$ cat src/inc/mcsfr_defines.svh
// Offsets, field positions and reset values of the core register set
`ifndef MCSFR_DEFINES_SVH
`define MCSFR_DEFINES_SVH
`define MCSFR_DIRECT_BASE   8'h80
`define MCSFR_BANK_BYTES    6'd32
`define MCSFR_OFF_SP        8'h81
`define MCSFR_OFF_DPL       8'h82
`define MCSFR_OFF_DPH       8'h83
`define MCSFR_OFF_PROGRAM_CONTROL_REG      8'h87
`define MCSFR_OFF_EXT_PIN_CONFIG_REG     8'h9f
`define MCSFR_OFF_CFG       8'haf
`define MCSFR_OFF_PSW       8'hd0
`define MCSFR_OFF_ACC       8'he0
`define MCSFR_OFF_B         8'hf0
`define MCSFR_RST_SP        8'h07
`define MCSFR_RST_DP        8'h00
`define MCSFR_RST_PROGRAM_CONTROL_REG      8'h00
`define MCSFR_RST_CFG       8'h80
`define MCSFR_RST_PSW       8'h00
`define MCSFR_RST_ACC       8'h00
`define MCSFR_RST_B         8'h00
`define MCSFR_RST_EXT_PIN_CONFIG_REG     8'h00
`define MCSFR_PROGRAM_CONTROL_REG_MASK     8'h80
`define MCSFR_CFG_MASK      8'hf3
`define MCSFR_PSW_CY        7
`define MCSFR_PSW_AC        6
`define MCSFR_PSW_F0        5
`define MCSFR_PSW_RS1       4
`define MCSFR_PSW_RS0       3
`define MCSFR_PSW_OV        2
`define MCSFR_PSW_F1        1
`define MCSFR_PSW_P         0
`define MCSFR_PROGRAM_CONTROL_REG_DBL      7
`define MCSFR_CFG_RICH      6
`define MCSFR_CFG_SYNC      5
`define MCSFR_CFG_CARR      4
`define MCSFR_CFG_XR1       1
`define MCSFR_CFG_XR0       0
`endif

$ cat src/inc/mcsfr_pkg.sv
// Types shared by the core register set
package mcsfr_pkg;
  typedef logic [7:0]  mcsfr_byte_t;
  typedef logic [15:0] mcsfr_word_t;
  typedef logic [1:0]  mcsfr_bank_t;
  typedef enum logic [3:0] {
    MCSFR_ALU_NONE = 4'h1,
    MCSFR_ALU_ADD  = 4'h2,
    MCSFR_ALU_SUB  = 4'h4,
    MCSFR_ALU_MD   = 4'h8
  } mcsfr_alu_t;
endpackage

$ cat src/verilog/mcsfr_core_regs.sv
// Core special function registers and general-purpose register banks
//
// Operation
// Registers in upper 128 bytes, direct only
// Core registers live in the register area
// Bit 7 carry, set by arithmetic
// Bit 6 half carry, add only
// Bit 2 overflow, set by arithmetic
// Bit 0 keeps accumulator parity even
// Bits 5 and 1 software-only flags
// Bits 4:3 select active bank
// Four banks of eight bytes, low RAM
// Control bit 7 doubles baud, resets 0
// Control bits 6:0 reserved, kept clear
// Pointer bytes at 0x82/0x83, reset 0
// 16-bit pointer is high:low concatenation
// Stack pointer eight bits, resets to 7
// Software keeps configuration bit 7 set
// Configuration bit 6 selects rich serial
// Configuration bit 5 selects SPI over I2C
// Configuration bit 4 enables carrier on mask
// Either of bits 1:0 enables extended moves
`timescale 1ns/1ps
`default_nettype none
`include "mcsfr_defines.svh"
module mcsfr_core_regs (
  input  wire logic                 sys_clk,
  input  wire logic                 rst,
  // Direct-address access from the core
  input  wire logic                 dir_wr,
  input  wire logic                 dir_rd,
  input  wire logic [7:0]           dir_addr,
  input  wire mcsfr_pkg::mcsfr_byte_t dir_wdata,
  output mcsfr_pkg::mcsfr_byte_t    dir_rdata,
  output logic                      dir_hit,
  // Indirect flag from the core; such accesses never reach these registers
  input  wire logic                 dir_indirect,
  // Register bank access by register number
  input  wire logic                 bank_wr,
  input  wire logic [2:0]           bank_reg,
  input  wire mcsfr_pkg::mcsfr_byte_t bank_wdata,
  output mcsfr_pkg::mcsfr_byte_t    bank_rdata,
  // Arithmetic flag updates from the execution unit
  input  wire mcsfr_pkg::mcsfr_alu_t alu_kind,
  input  wire logic                 alu_carry,
  input  wire logic                 alu_half,
  input  wire logic                 alu_ovf,
  // Accumulator, stack and pointer updates from the execution unit
  input  wire logic                 acc_load,
  input  wire mcsfr_pkg::mcsfr_byte_t acc_value,
  input  wire logic                 sp_load,
  input  wire mcsfr_pkg::mcsfr_byte_t sp_value,
  input  wire logic                 pointer_pair_word_load,
  input  wire mcsfr_pkg::mcsfr_word_t pointer_pair_word_value,
  // Views for the core and peripherals
  output mcsfr_pkg::mcsfr_byte_t    acc_out,
  output mcsfr_pkg::mcsfr_byte_t    aux_out,
  output mcsfr_pkg::mcsfr_byte_t    sp_out,
  output mcsfr_pkg::mcsfr_word_t    pointer_pair_word_out,
  output mcsfr_pkg::mcsfr_bank_t    bank_sel,
  output logic                      carry_flag,
  output logic                      baud_doubler,
  output logic                      rich_serial_enable,
  output logic                      sync_port_choice,
  output logic                      carrier_enable,
  output mcsfr_pkg::mcsfr_byte_t    carrier_pin_mask,
  output logic                      ext_move_enable
);
  import mcsfr_pkg::*;

  mcsfr_byte_t acc_q, acc_d;
  mcsfr_byte_t aux_q, aux_d;
  mcsfr_byte_t psw_q, psw_d;
  mcsfr_byte_t program_control_reg_q, program_control_reg_d;
  mcsfr_byte_t dpl_q, dpl_d;
  mcsfr_byte_t dph_q, dph_d;
  mcsfr_byte_t sp_q, sp_d;
  mcsfr_byte_t cfg_q, cfg_d;
  mcsfr_byte_t ext_pin_config_reg_q, ext_pin_config_reg_d;
  mcsfr_byte_t rdata_q, rdata_d;
  logic        hit_q, hit_d;

  // Only direct accesses in the upper half reach the register area
  wire upper_half = dir_addr >= `MCSFR_DIRECT_BASE;
  wire dir_ok     = upper_half && !dir_indirect;
  wire wr_ok      = dir_wr && dir_ok;

  wire sel_acc   = dir_addr == `MCSFR_OFF_ACC;
  wire sel_b     = dir_addr == `MCSFR_OFF_B;
  wire sel_psw   = dir_addr == `MCSFR_OFF_PSW;
  wire sel_program_control_reg  = dir_addr == `MCSFR_OFF_PROGRAM_CONTROL_REG;
  wire sel_dpl   = dir_addr == `MCSFR_OFF_DPL;
  wire sel_dph   = dir_addr == `MCSFR_OFF_DPH;
  wire sel_sp    = dir_addr == `MCSFR_OFF_SP;
  wire sel_cfg   = dir_addr == `MCSFR_OFF_CFG;
  wire sel_ext_pin_config_reg = dir_addr == `MCSFR_OFF_EXT_PIN_CONFIG_REG;
  wire mapped    = sel_acc | sel_b | sel_psw | sel_program_control_reg | sel_dpl | sel_dph
                 | sel_sp | sel_cfg | sel_ext_pin_config_reg;

  // Accumulator value after this cycle, used for parity
  wire mcsfr_byte_t acc_next = (wr_ok && sel_acc) ? dir_wdata
                             : acc_load ? acc_value : acc_q;

  wire arith    = alu_kind != MCSFR_ALU_NONE;
  wire add_kind = alu_kind == MCSFR_ALU_ADD;

  always_comb begin
    acc_d = acc_next;
    aux_d = (wr_ok && sel_b) ? dir_wdata : aux_q;
    psw_d = (wr_ok && sel_psw) ? dir_wdata : psw_q;
    // Hardware flag updates win over a software write in the same cycle
    if (arith) begin
      psw_d[`MCSFR_PSW_CY] = alu_carry;
      psw_d[`MCSFR_PSW_OV] = alu_ovf;
    end
    if (add_kind) begin
      psw_d[`MCSFR_PSW_AC] = alu_half;
    end
    // F0/F1 and bank select change only via software write above
    psw_d[`MCSFR_PSW_P] = ^acc_next;
    // Reserved control bits read back zero
    program_control_reg_d = (wr_ok && sel_program_control_reg) ? (dir_wdata & `MCSFR_PROGRAM_CONTROL_REG_MASK) : program_control_reg_q;
    // A direct byte write wins over a word load in the same cycle
    dpl_d  = pointer_pair_word_load ? pointer_pair_word_value[7:0] : dpl_q;
    dph_d  = pointer_pair_word_load ? pointer_pair_word_value[15:8] : dph_q;
    if (wr_ok && sel_dpl) begin
      dpl_d = dir_wdata;
    end
    if (wr_ok && sel_dph) begin
      dph_d = dir_wdata;
    end
    // Direct write wins over a stack load
    sp_d = (wr_ok && sel_sp) ? dir_wdata : sp_load ? sp_value : sp_q;
    // Bit 7 is stored as written; software is expected to keep it set
    cfg_d   = (wr_ok && sel_cfg) ? (dir_wdata & `MCSFR_CFG_MASK) : cfg_q;
    ext_pin_config_reg_d = (wr_ok && sel_ext_pin_config_reg) ? dir_wdata : ext_pin_config_reg_q;
  end

  // Read mux; unmapped addresses read zero without a hit
  mcsfr_byte_t rd_mux;
  always_comb begin
    if (sel_acc) begin
      rd_mux = acc_q;
    end else if (sel_b) begin
      rd_mux = aux_q;
    end else if (sel_psw) begin
      rd_mux = psw_q;
    end else if (sel_program_control_reg) begin
      rd_mux = program_control_reg_q;
    end else if (sel_dpl) begin
      rd_mux = dpl_q;
    end else if (sel_dph) begin
      rd_mux = dph_q;
    end else if (sel_sp) begin
      rd_mux = sp_q;
    end else if (sel_cfg) begin
      rd_mux = cfg_q;
    end else if (sel_ext_pin_config_reg) begin
      rd_mux = ext_pin_config_reg_q;
    end else begin
      rd_mux = 8'h00;
    end
  end

  wire rd_ok = dir_rd && dir_ok && mapped;
  // Read data drops to zero after one cycle so stale data never looks valid
  assign rdata_d = rd_ok ? rd_mux : 8'h00;
  assign hit_d   = (dir_rd || dir_wr) && dir_ok && mapped;

  always_ff @(posedge sys_clk) begin
    if (rst) begin
      acc_q   <= `MCSFR_RST_ACC;
      aux_q   <= `MCSFR_RST_B;
      psw_q   <= `MCSFR_RST_PSW;
      program_control_reg_q  <= `MCSFR_RST_PROGRAM_CONTROL_REG;
      dpl_q   <= `MCSFR_RST_DP;
      dph_q   <= `MCSFR_RST_DP;
      sp_q    <= `MCSFR_RST_SP;
      cfg_q   <= `MCSFR_RST_CFG;
      ext_pin_config_reg_q <= `MCSFR_RST_EXT_PIN_CONFIG_REG;
      rdata_q <= 8'h00;
      hit_q   <= 1'b0;
    end else begin
      acc_q   <= acc_d;
      aux_q   <= aux_d;
      psw_q   <= psw_d;
      program_control_reg_q  <= program_control_reg_d;
      dpl_q   <= dpl_d;
      dph_q   <= dph_d;
      sp_q    <= sp_d;
      cfg_q   <= cfg_d;
      ext_pin_config_reg_q <= ext_pin_config_reg_d;
      rdata_q <= rdata_d;
      hit_q   <= hit_d;
    end
  end

  // Bank storage has no reset; contents are unknown until written
  // Bank RAM index: bank select above the register number
  wire mcsfr_bank_t cur_bank = psw_q[`MCSFR_PSW_RS1:`MCSFR_PSW_RS0];
  wire [4:0] bank_addr = {cur_bank, bank_reg};
  mcsfr_byte_t bank_rd;

  mcsfr_bank_ram #(
    .DEPTH (32),
    .AW    (5)
  ) u_bank_ram (
    .sys_clk (sys_clk),
    .wr_en   (bank_wr),
    .wr_addr (bank_addr),
    .wr_data (bank_wdata),
    .rd_addr (bank_addr),
    .rd_data (bank_rd)
  );

  // Output views, all registered
  // Bank select and extended-move views taken from next values so they do not lag; bank read data gets a second register stage
  mcsfr_bank_t bank_sel_q;
  logic        ext_q;
  mcsfr_byte_t bank_out_q;
  always_ff @(posedge sys_clk) begin
    if (rst) begin
      bank_sel_q <= 2'h0;
      ext_q      <= 1'b0;
      bank_out_q <= 8'h00;
    end else begin
      bank_sel_q <= psw_d[`MCSFR_PSW_RS1:`MCSFR_PSW_RS0];
      ext_q      <= cfg_d[`MCSFR_CFG_XR1] | cfg_d[`MCSFR_CFG_XR0];
      bank_out_q <= bank_rd;
    end
  end

  assign dir_rdata          = rdata_q;
  assign dir_hit            = hit_q;
  assign bank_rdata         = bank_out_q;
  assign acc_out            = acc_q;
  assign aux_out            = aux_q;
  assign sp_out             = sp_q;
  assign pointer_pair_word_out           = {dph_q, dpl_q};
  assign bank_sel           = bank_sel_q;
  assign carry_flag         = psw_q[`MCSFR_PSW_CY];
  assign baud_doubler       = program_control_reg_q[`MCSFR_PROGRAM_CONTROL_REG_DBL];
  assign rich_serial_enable = cfg_q[`MCSFR_CFG_RICH];
  assign sync_port_choice   = cfg_q[`MCSFR_CFG_SYNC];
  assign carrier_enable     = cfg_q[`MCSFR_CFG_CARR];
  assign carrier_pin_mask   = ext_pin_config_reg_q;
  assign ext_move_enable    = ext_q;
endmodule
`default_nettype wire

$ cat src/verilog/mcsfr_bank_ram.sv
// Register bank storage: four banks of eight bytes, registered read
`timescale 1ns/1ps
`default_nettype none
module mcsfr_bank_ram #(
  parameter int DEPTH = 32,
  parameter int AW    = 5
) (
  input  wire logic          sys_clk,
  input  wire logic          wr_en,
  input  wire logic [AW-1:0] wr_addr,
  input  wire logic [7:0]    wr_data,
  input  wire logic [AW-1:0] rd_addr,
  output logic      [7:0]    rd_data
);
  logic [7:0] mem [DEPTH];

  always_ff @(posedge sys_clk) begin
    if (wr_en) begin
      mem[wr_addr] <= wr_data;
    end
    rd_data <= mem[rd_addr];
  end
endmodule
`default_nettype wire

$ cat config.mk
export PLATFORM = sky130hd
export DESIGN_NAME = mcsfr_core_regs
export DESIGN_NICKNAME = d
export VERILOG_FILES = /design/src/inc/mcsfr_pkg.sv /design/src/verilog/mcsfr_core_regs.sv /design/src/verilog/mcsfr_bank_ram.sv
export VERILOG_INCLUDE_DIRS = /design/src /design/src/inc
export SDC_FILE = /design/constraint.sdc
export NUM_CORES = 1
export LEC_CHECK = 0
export BUFFER_PORTS_ARGS = -buffer_cell sky130_fd_sc_hd__clkbuf_2
export CAP_MARGIN = 20
export CORE_MARGIN = 4
export CORE_UTILIZATION = 41
export DETAILED_ROUTE_END_ITERATION = 6
export SLEW_MARGIN = 0
export SYNTH_ARGS = -nofsm -noshare
export SYNTH_HDL_FRONTEND = slang
export SYNTH_SLANG_ARGS = --single-unit
$ cat constraint.sdc
create_clock -name sys_clk -period 4.1 [get_ports sys_clk]
set_clock_uncertainty 0.15 [all_clocks]
set_input_delay 0 -clock sys_clk [delete_from_list [all_inputs] [get_ports sys_clk]]
set_output_delay 0 -clock sys_clk [all_outputs]
set_load 0.01 [all_outputs]
Yosys cells after proc, flatten, opt, wreduce, memory -nomap -nowiden

Memory sizes are Yosys's and may differ from the RTL's. A register that Yosys moved wholly into a read port is not among the register bits.
Index checks and enable logic that the tools add are counted.

Add/subtract/negate cells: 0
$mul: 0
Div/mod/pow operators: 0
Magnitude comparators: 1
Equal/unequal tests: 11
Shift-type cells: 0
Mux-type cells: 24
Bitwise logic cells: 10
Reductions and logical operators: 24

Operators with widths:

| kind                                                | count |
|---|---|
| 2-to-1 mux 8 bit                                    | 18 |
| equality test 8 bit, second input constant          | 9 |
| logical AND 1 bit                                   | 15 |
| nonzero test 2 bit                                  | 5 |
| bitwise OR 1 bit                                    | 9 |
| >= comparator 8 bit, second input constant          | 1 |
| XOR reduction 8 bit                                 | 1 |
| 2-to-1 mux 1 bit                                    | 5 |
| equality test 4 x 2 -> 1 bit, second input constant | 1 |
| != test 4 x 1 -> 1 bit, second input constant       | 1 |
| 2-to-1 mux 2 bit                                    | 1 |
| OR reduction 2 bit                                  | 1 |
| logical NOT 1 bit                                   | 1 |
| logical OR 1 bit                                    | 1 |
| inverter 1 bit                                      | 1 |

Bits in registers: 83
Latch bits: 0
RAM bits: 256
Memory bits (read-only): 0
Input port bits: 75
Output and inout bits: 73
Logic and storage cells: 89
Memories: 1

Memory list:

| name           | words | bits a word | read ports | clocked after memory_dff | wr ports | RTL line             | RTL |
|---|---|---|---|---|---|---|---|
| u_bank_ram.mem | 32    | 8           | 1          | 1                        | 1        | mcsfr_bank_ram.sv:15 | `logic [7:0] mem [DEPTH];` |

Depth between registers and ports, before layout

Gate-level depths: netlist (run 1).

Word-level depth: 12
Depth in mapped cells: 8
Gate-level depth less buffers: 5

Modules after synthesis

A second synthesis (run 1) with hierarchy kept.

Cells, all modules: 871
Area total of the unflattened synthesis: 14,157.3 µm²

By module, submodules not included:

| module          | instances | cells an instance | area an instance (µm²) | sequential area each (µm²) |
|---|---|---|---|---|
| mcsfr_bank_ram  | 1         | 417               | 10,053.4               | 7,847.5 |
| mcsfr_core_regs | 1         | 454               | 4,103.9                | 1,621.6 |

Worst setup path after synthesis (run 1)

Ideal clock, no wire load.

Kind: reg-to-reg
From: register psw_q[4]
To: memory u_bank_ram.mem[19][0] (enable)
Library setup time: 0.370 ns
Arrival: 1.544 ns
Required time: 3.580 ns
Slack: 2.036 ns
Cell stages (with the launch flop): 4
Path buffers: 1
Period minus slack after synthesis: 2.064 ns
Cell sequence: dfxtp_1 > clkbuf_1 > or3b_2 > nor2_1

RTL lines:

| what                     | RTL line               | RTL |
|---|---|---|
| start: declaration       | mcsfr_core_regs.sv:73  | `mcsfr_byte_t psw_q, psw_d;` |
| start signal: assignment | mcsfr_core_regs.sv:174 | `` psw_q <= `MCSFR_RST_PSW; `` |
| start signal: assignment | mcsfr_core_regs.sv:186 | `psw_q <= psw_d;` |
| end: declaration         | mcsfr_bank_ram.sv:15   |  |

Straight into the memory's write port.

Worst setup path in the final report (run 1)

From: input port dir_addr[3]
To: register psw_q[2]

Cells in the longest elaborated chain, start to end: 5
Elaborated cells between the ends (all ways): 6
Those cells by class: order compare: 1; eq/ne: 1; reduce/logical: 4

Ends and longest elaborated chain:

| what                           | RTL line               | RTL |
|---|---|---|
| start: declaration             | mcsfr_core_regs.sv:32  | `input wire logic [7:0] dir_addr,` |
| >= comparator 8 bit (no line)  | --                     |  |
| logical AND 1 bit              | mcsfr_core_regs.sv:85  | `wire dir_ok = upper_half && !dir_indirect;` |
| logical AND 1 bit              | mcsfr_core_regs.sv:86  | `wire wr_ok = dir_wr && dir_ok;` |
| logical AND 1 bit *            | mcsfr_core_regs.sv:110 | `psw_d = (wr_ok && sel_psw) ? dir_wdata : psw_q;` |
| nonzero test 2 bit (no line) * | --                     |  |

Every way passes the cells marked *; elsewhere a longest branch is shown, timed or not.
A chain may end at the register's enable or synchronous reset.

==> flow_metrics.tcl, run 1 <==
set metrics [dict create \
    dr.pass1.iters 5 \
    setup_violations 0 \
    core_sq_mm 0.0338 \
    placed_area_sq_mm 0.0151 \
    drcViolationCount 0 \
    fin_crit_sh_pct 67.2 \
    fin_cells 1606 \
    wl_met2_mm 17.1 \
    routed_via_density 5.61 \
    clock_latency_ns 0.53 \
    path_max_fanout 8 \
    yosysSeqAreaShare_pct 67.0 \
    endpoint_kind "flip-flop" \
    overflow 0 \
    vias 9002 \
    synthCells 903 \
    die_x_microns 194 \
    multi_input_area_sq_mm 0.00432 \
    wirelength_mm 38.5 \
    mostFrequentLayoutCell "edfxtp_1" \
    run_status "finished, final reports clean" \
    syn_area_per_cell_sq_um 15.6 \
    cp.required_ns 4.40 \
    ant_nets 0 \
    floorplan.initialDensity_pct 41.8 \
    grt_pass1_vias 9114 \
    startpoint "dir_addr[3]" \
    r2r_start "psw_q[3]" \
    powerDensity_mw_per_mm2 443 \
    ff2ff_path_depth 4 \
    grt_pass1_wl_mm 58.3 \
    fmax_ghz 0.363 \
    num_io_pins 148 \
    start_kind "primary input" \
    n_fill_cell 2807 \
    cts.reportedPaths.clkPinSlew_ns 0.06 \
    syn-num-nets 978 \
    max_slew.worst_pin.slew_ns 0.996 \
    power_w 0.00768 \
    h-tree-depth 2 \
    period_needed_ns 2.76 \
    grt_antenna_before_repair 2 \
    synth_edf_count 256 \
    dp_cells 1437 \
    final_cell_mix "256 x edfxtp_1, 145 x clkbuf_2, 102 x dlygate4sd3_1" \
    hold_viol 0 \
    ys_seq_elements 345 \
    rsz0062_at_grt "false" \
    maxSlewViolCount 0 \
    endpoint "psw_q[2]" \
    drt_iter0_drc 860 \
    regToRegEndpoint "u_bank_ram.rd_data[1]" \
    wl_met3_mm 3.40 \
    crit_type "primary input to flip-flop" \
    p_leak_nw 6.22 \
    cp.arrival_ns 3.06 \
    wl_per_cell_microns 24.0 \
    rrSetupSlack_ns 1.69 \
    relSlewSlack_pct 33.1 \
    layout-drive-gt1-share_pct 26.0 \
    hold_class "primary input to flip-flop" \
    fp.dieH_microns 194 \
    globalplace.congestion 0.848 \
    synth_area_sq_mm 0.0141 \
    ff_latch_area_sq_mm 0.00947 \
    dp_hpwl_mm 24.7 \
    fin_area_sq_mm 0.0174 \
    maxCapViolations 0 \
    wl_met1_mm 17.0 \
    cts.sinks 345 \
    place.port_buffers 147 \
    highest_layer "met4" \
    tns_ns 0 \
    ys_async_sr_fraction_pct 0 \
    cts_setup_buffers 0 \
    ctsRootBufferMaster "clkbuf_16" \
    finalNetCount 1206 \
    cts_made_buffers 36 \
    yosysUniqueCellTypes 61 \
    dieArea_sq_mm 0.0375 \
    yosys_warnings 0 \
    rows 67 \
    grt_start_max_net_pins 73 \
    grt_util_all_layers_pct 20.1 \
    vdd_drop_max_mv 0.260 \
    clock_path_buffers 3 \
    antenna_cells 0 \
    area_growth_pct 22.9 \
    cts_tree "done" \
    synthFlopType "edfxtp_1" \
]
[stage by stage]
stage,hold WS [ns],utilization [%],setup WS [ns]
floorplan,-0.0511,-,2.04
global placement,0.115,44.8,1.33
detailed placement,0.103,44.8,1.30
CTS,0.0206,51.3,1.50
global route,0.0691,51.4,1.14
finish,0.0429,51.4,1.34
[where the power goes]
group          internal [W]  switching (W)
clock network       0.00192        0.00138
logic              0.000249       0.000283
registers           0.00381      0.0000446
[cell families (layout without fill, tap and decap cells)]
group / count (synthesis) / after routing / synth area share, %
compound gates: 127 / 127 / 6.67
xor+xnor: 18 / 18 / 1.12
buf+inv: 68 / 323 / 2.44
flops: 345 / 345 / 67.0
mux: 134 / 134 / 15.2
simple gates: 211 / 211 / 7.53
[Yosys cell counts, drive strengths merged, types with 5 or more instances]
library cell / count / share of area [%]
a211oi: 33 / 1.8
a21oi: 19 / 0.70
a22o: 10 / 0.62
a22oi: 35 / 1.9
and3: 5 / 0.22
buf: 40 / 1.7
clkbuf: 25 / 0.67
dfxtp: 89 / 13
edfxtp: 256 / 54
mux2: 9 / 0.72
mux2i: 61 / 4.3
mux4: 64 / 10
nand2: 35 / 0.93
nand3: 16 / 0.76
nand4: 11 / 0.49
nor2: 95 / 2.5
nor2b: 12 / 0.53
nor3: 8 / 0.40
o21ai: 8 / 0.28
xnor2: 9 / 0.56
xor2: 9 / 0.56
[worst max-delay path: stages]
cell,delay (ns)
dlygate4sd3_1,0.57
clkbuf_2,0.17
nor2b_1,0.41
and2_1,0.45
nand3_2,0.36
mux2i_1,0.21
a211oi_1,0.29
dlygate4sd3_1,0.60
[sequential cells by signal, summed over array words and instances, names as in the netlist, 8 cells and up]
name,flops
u_bank_ram.mem,256
acc_out,8
aux_out,8
bank_rdata,8
carrier_pin_mask,8
dir_rdata,8
dph_q,8
dpl_q,8
psw_q,8
sp_out,8
u_bank_ram.rd_data,8
[worst min-delay path by stage]
| stage | startpoint | end | slack, ns | cells past startpoint |
|---|---|---|---|---|
| 2_1_floorplan | bank_wdata[0] | u_bank_ram.mem[0][0] | -0.05 | 0 |
| 3_3_place_gp | dir_wr | dir_hit | 0.11 | 2 |
| 3_5_place_dp | dir_wr | dir_hit | 0.10 | 2 |
| 4_1_cts | dir_addr[6] | program_control_reg_q[7] | 0.02 | 5 |
| 5_1_grt | rst | program_control_reg_q[7] | 0.07 | 3 |
| 6_report | dir_addr[6] | program_control_reg_q[7] | 0.04 | 5 |
[final cells by class]
type	instances	area share, %
multi-input cells	490	24.9
inverters	3	0.0649
clock inverters	22	1.51
well taps	448	3.23
flip-flops and latches	345	54.5
clock buffers	43	5.40
repair buffers	255	10.4
[per-layer routing]
metal	global-route usage (%)	vias to the layer above
li1	-	3990
met1	29.1	4567
met2	30.2	371
met3	5.37	74
met4	5.95	0
met5	0	-
[repair_timing]
action	in CTS	in global routing
endpoints found under the hold margin	72	0
resized for setup	0	0
hold buffers	102	0
No activity file was read; power rests on OpenSTA's default activity.
==> run 2: changes to the inputs <==
--- a/config.mk
+++ b/config.mk
@@ -6,6 +6,7 @@
 export SDC_FILE = /design/constraint.sdc
 export NUM_CORES = 1
 export LEC_CHECK = 0
+export ABC_AREA = 1
 export BUFFER_PORTS_ARGS = -buffer_cell sky130_fd_sc_hd__clkbuf_2
 export CAP_MARGIN = 20
 export CORE_MARGIN = 4
==> constraint.sdc (replaced) <==
create_clock -name sys_clk -period 2.8 [get_ports sys_clk]
set_clock_uncertainty 0.15 [all_clocks]
set_input_delay 0 -clock sys_clk [delete_from_list [all_inputs] [get_ports sys_clk]]
set_output_delay 0 -clock sys_clk [all_outputs]
set_load 0.01 [all_outputs]
==> run 2 against run 1 <==
Effect of this change: combinational power grew 49%; sequential share of layout area shrank 1.1 points; hold slack lost 0.040 ns; cell area grew 2.1%; utilization grew 1.6 points; largest cell class unchanged; largest power group unchanged.
==> flow_metrics.tcl, run 2 <==
set metrics [dict create \
    cts_made_buffers 38 \
    antenna_cells 0 \
    synth.area.top_cells "edfxtp_1 55%, dfxtp_1 13%, nand2_1 6.9%, a22oi_1 6.0%, a21oi_1 3.0%" \
    yosysTopAreaCell "edfxtp_1" \
    dp_cells 1800 \
    final_cell_mix "256 x edfxtp_1, 254 x nand2_1, 147 x clkbuf_2" \
    num_io_pins 148 \
    h-tree-depth 2 \
    core_sq_mm 0.0334 \
    ctsRootBufferMaster "clkbuf_16" \
    endpoint_kind "flip-flop" \
    globalplace.congestion 0.902 \
    fp.dieH_microns 192 \
    hold_depth 5 \
    dp_hpwl_mm 26.1 \
    run_status "finished, final reports clean" \
    routed_via_density 5.31 \
    finalNetCount 1606 \
    yosysUniqueCellTypes 41 \
    period_needed_ns 2.67 \
    synth_edf_count 256 \
    synth_commonest_cells "256 x edfxtp_1, 256 x nand2_1, 111 x a22oi_1, 89 x dfxtp_1, 86 x inv_1" \
    maxSlewViolCount 0 \
    p_leak_nw 6.76 \
    fmax_ghz 0.374 \
    synth.top_cell.area_share_pct 55.3 \
    whs_ns 0.00267 \
    path_max_fanout 10 \
    clock_path_buffers 3 \
    cts.reportedPaths.clkPinSlew_ns 0.06 \
    die_x_microns 192 \
    clock_latency_ns 0.52 \
    floorplan.initialDensity_pct 41.5 \
    cp.arrival_ns 2.99 \
    wirelength_mm 40.9 \
    synth_area_sq_mm 0.0139 \
    dr.pass1.iters 5 \
    hold_class "primary input to flip-flop" \
    fin_cells 2005 \
    place.port_buffers 147 \
    rsz0062_at_grt "false" \
    overflow 0 \
    wl_per_cell_microns 20.4 \
    synthCells 1246 \
    fin_crit_sh_pct 95.5 \
    largest_reg_flops 256 \
    vdd_drop_max_mv 0.522 \
    ant_nets 0 \
    cts.sinks 345 \
    ff2ff_path_depth 4 \
    cts_tree "done" \
    synthFlopType "edfxtp_1" \
    grt_pass1_vias 10700 \
    ys_seq_elements 345 \
    grt_antenna_before_repair 0 \
    mostFrequentLayoutCell "edfxtp_1" \
    syn-num-nets 1321 \
    crit_type "primary input to flip-flop" \
    grt_start_max_net_pins 65 \
    drcViolationCount 0 \
    grt_pass1_wl_mm 60.9 \
    relSlewSlack_pct 38.7 \
    dieArea_sq_mm 0.0369 \
    rows 67 \
    maxCapViolations 0 \
    area_growth_pct 27.6 \
    rrSetupSlack_ns 0.40 \
    powerDensity_mw_per_mm2 637 \
    hold_viol 0 \
    cp.required_ns 3.11 \
    yosysSeqAreaShare_pct 68.1 \
    utilization_pct 53.0 \
    syn_area_per_cell_sq_um 11.2 \
    vias 10600 \
    start_kind "primary input" \
    ys_async_sr_fraction_pct 0 \
    yosys_warnings 0 \
    grt_util_all_layers_pct 21.7 \
    max_slew.worst_pin.slew_ns 0.920 \
    drt_iter0_drc 968 \
    setup_violations 0 \
    tns_ns 0 \
    regMostFlops "u_bank_ram.mem" \
    power_w 0.0113 \
    layout-drive-gt1-share_pct 17.8 \
]
-- run 2: cell types whose count changed after synthesis, moves of 43 or more --
cell     before  now
a21oi_1      18   82
a22oi_1      35  111
inv_1         3   86
mux2i_1      61    0
mux4_2       64    0
nand2_1      35  256
nand3_1      12   55
-- run 2: cells by family after synthesis --
group	synth area share, %
AND/OR/NAND/NOR	14.5
flip-flops	68.1
buffers and inverters	4.84
AO/OA/AOI/OAI	12.6
-- run 2: power by group --
part	leakage [nW]	internal, W	switching [W]
sequential	3.03	0.00556	0.0000418
clock	0.597	0.00293	0.00196
combinational	3.12	0.000307	0.000486
-- run 2: repair_timing --
| action | 4_1_cts | 5_1_grt |
|---|---|---|
| hold buffers | 131 | 0 |
| setup buffers | 0 | 8 |
| endpoints found under the hold margin | 83 | 0 |
| endpoints found under the setup margin | 0 | 18 |
| gates resized for setup | 0 | 7 |
-- run 2: per-stage QoR --
step	setup WS [ns]	instance area [sq um]
after floorplan	0.823	13900
after global placement	0.526	15100
after detailed placement	0.410	15100
after CTS	0.0121	17600
after global routing	0.0294	17700
final	0.127	17700
-- run 2: final timing paths --
path	from	end
setup / recovery	dir_addr[2]	dir_hit
hold / removal	dir_addr[4]	psw_q[4]
setup reg to reg	psw_q[4]	u_bank_ram.mem[20][7]
hold reg to reg	u_bank_ram.rd_data[6]	bank_rdata[6]
-- run 2: layout make-up --
class | instances | area, sq um
fillers | 2899 | 15700
flip-flops and latches | 345 | 9470
multi-input cells | 739 | 3800
repair buffers | 308 | 2310
clock buffers | 45 | 1010
well taps | 448 | 561
inverters | 99 | 374
clock inverters | 21 | 206
-- run 2: routing by layer --
metal	vias to the layer above	track usage, %	share of wire (%)
met5	-	0	0
met4	0	7.84	3.6
met3	85	3.64	7.4
met2	434	36.1	47
met1	5114	28.7	42
li1	5007	-	-
-- run 2: worst max-delay path, stage by stage --
cell and delay [ns]:
dlygate4sd3_1 0.54, clkbuf_2 0.12, nor2_2 0.21, nand2_4 0.09, dlygate4sd3_1 0.65, nor2_8 0.19, inv_2 0.11, nand2_1 0.11
inv_1 0.09, nand3_2 0.11, nand2_2 0.08, a21oi_1 0.15, dlygate4sd3_1 0.54
==> run 3: changes to the inputs <==
--- a/config.mk
+++ b/config.mk
@@ -9,9 +9,12 @@
 export ABC_AREA = 1
 export BUFFER_PORTS_ARGS = -buffer_cell sky130_fd_sc_hd__clkbuf_2
 export CAP_MARGIN = 20
+export CELL_PAD_IN_SITES_DETAIL_PLACEMENT = 0
+export CELL_PAD_IN_SITES_GLOBAL_PLACEMENT = 1
 export CORE_MARGIN = 4
 export CORE_UTILIZATION = 41
 export DETAILED_ROUTE_END_ITERATION = 6
+export PLACE_DENSITY_LB_ADDON = 0.1
 export SLEW_MARGIN = 0
 export SYNTH_ARGS = -nofsm -noshare
 export SYNTH_HDL_FRONTEND = slang
==> run 3 against run 2 <==
Effect of this change: the flow now finishes with violations (negative hold slack); via count shrank 0.81%; combinational power grew 0.5%; die area unchanged; setup slack gained 0.068 ns; register-to-register slack about the same; hold slack worse by 0.0059 ns; clock power grew 1%; count of clock-buffer cells in the layout grew 6; highest routed layer unchanged; largest power group unchanged; sequential cell count is the same.
==> flow_metrics.tcl, run 3 (synthesis gave the netlist of run 2 again) <==
set metrics [dict create \
    grt_pass1_vias 10500 \
    overflow 0 \
    clock_latency_ns 0.53 \
    place.port_buffers 147 \
    drcViolationCount 0 \
    area_growth_pct 27.7 \
    drt_iter0_drc 773 \
    vdd_drop_max_mv 0.538 \
    hold_class "primary input to flip-flop" \
    path_max_fanout 27 \
    globalplace.congestion 0.873 \
    p_leak_nw 6.75 \
    power_w 0.0114 \
    setup_violations 0 \
    cp.required_ns 3.11 \
    ctsResizeCount 0 \
    grt_pass1_wl_mm 62.8 \
    crit_type "primary input to flip-flop" \
    relSlewSlack_pct 40.3 \
    cts_made_buffers 38 \
    max_slew.worst_pin.slew_ns 0.895 \
    tns_ns 0 \
    dp_hpwl_mm 27.7 \
    whs_ns -0.00327 \
    run_status "finished, violations left" \
    largest_reg_flops 256 \
    maxCapViolations 0 \
    cts.sinks 345 \
    timing.critical_path.mode_cell "dlygate4sd3_1" \
    grt_antenna_before_repair 0 \
    fmax_ghz 0.384 \
    h-tree-depth 2 \
    powerDensity_mw_per_mm2 640 \
    num_io_pins 148 \
    die_x_microns 192 \
    postCtsHoldBufs 130 \
    final_cell_mix "256 x nand2_1, 256 x edfxtp_1, 147 x clkbuf_2" \
    clock_path_buffers 3 \
    period_needed_ns 2.60 \
    wl_per_cell_microns 21.3 \
    hold_viol 1 \
    cp.arrival_ns 2.92 \
    core_sq_mm 0.0334 \
    routed_via_density 5.25 \
    rows 67 \
    dieArea_sq_mm 0.0369 \
    slowest_stage "dlygate4sd3_1" \
    cts.reportedPaths.clkPinSlew_ns 0.06 \
    fin_crit_sh_pct 93.0 \
    cts_setup_buffers 0 \
    floorplan.initialDensity_pct 41.5 \
    cts_tree "done" \
    wirelength_mm 42.9 \
    grt_util_all_layers_pct 22.8 \
    antenna_cells 0 \
    maxSlewViolCount 0 \
    violations "negative hold slack" \
    start_kind "primary input" \
    path_cells "clkbuf_2, inv_1, nand2_1, nor2_2, buf_4, dlygate4sd3_1, nand3_1, dlygate4sd3_1, a21oi_1, dlygate4sd3_1" \
    grt_start_max_net_pins 66 \
    dr.pass1.iters 5 \
    rsz0062_at_grt "false" \
    regMostFlops "u_bank_ram.mem" \
    layout-drive-gt1-share_pct 17.9 \
    finalNetCount 1611 \
    ctsRootBufferMaster "clkbuf_16" \
    endpoint_kind "flip-flop" \
    vias 10600 \
    ant_nets 0 \
    max_stage_delay_ns 0.82 \
    fp.dieH_microns 192 \
]
-- run 3: cell types whose count changed in the layout (fill, tap and decap cells not counted), sizes merged --
cell	previous run	this run
clkbuf	192	198
clkinvlp	1	2
dlygate4sd3	131	130
buf	30	36
clkinv	19	14
-- run 3: power by group --
| group | switching [W] | internal [W] |
|---|---|---|
| combinational | 0.000495 | 0.000303 |
| clock | 0.00199 | 0.00297 |
| sequential | 0.0000439 | 0.00556 |
-- run 3: cell type report --
type                       instances  area [sq um]
fill                            2964         15700
multi-input combinational        739          3770
clock inverter                    17           211
sequential                       345          9470
tap                              448           561
clock buffer                      51          1030
inverter                          99           372
timing repair buffer             313          2330
-- run 3: final timing paths --
kind / from / to / slack (ns) / depth (start not counted)
hold reg to reg: u_bank_ram.rd_data[6] / bank_rdata[6] / 0.26 / 2
setup / recovery: dir_indirect / program_control_reg_q[7] / 0.20 / 10
setup reg to reg: psw_q[4] / u_bank_ram.mem[28][1] / 0.40 / 4
hold / removal: acc_load / acc_out[2] / -0.003 / 7
-- run 3: critical path: cells and delay by family --
| family | cells | cell delay [ns] |
|---|---|---|
| buffers and inverters | 6 | 2.45 |
| and+or+nand+nor | 3 | 0.30 |
| AOI/OAI and AO/OA | 1 | 0.16 |
-- run 3: layer usage --
layer	GRT usage (%)	share of wire, %
met5	0	0
met4	7.93	3.4
met3	3.14	5.6
met2	40.2	50
met1	28.8	41
-- run 3: stage by stage --
stage | worst slack, ns | utilization, % | hold slack, ns | cells | instance area [sq um]
3_5_place_dp | 0.426 | 45.4 | 0.109 | 1814 | 15200
3_3_place_gp | 0.464 | 45.4 | 0.109 | 1814 | 15200
6_report | 0.195 | 53.1 | -0.00327 | 2012 | 17700
4_1_cts | 0.270 | 53.1 | 0.00147 | 2012 | 17700
2_1_floorplan | 0.823 | - | -0.0511 | 1246 | 13900
5_1_grt | 0.0790 | 53.1 | 0.0261 | 2012 | 17700
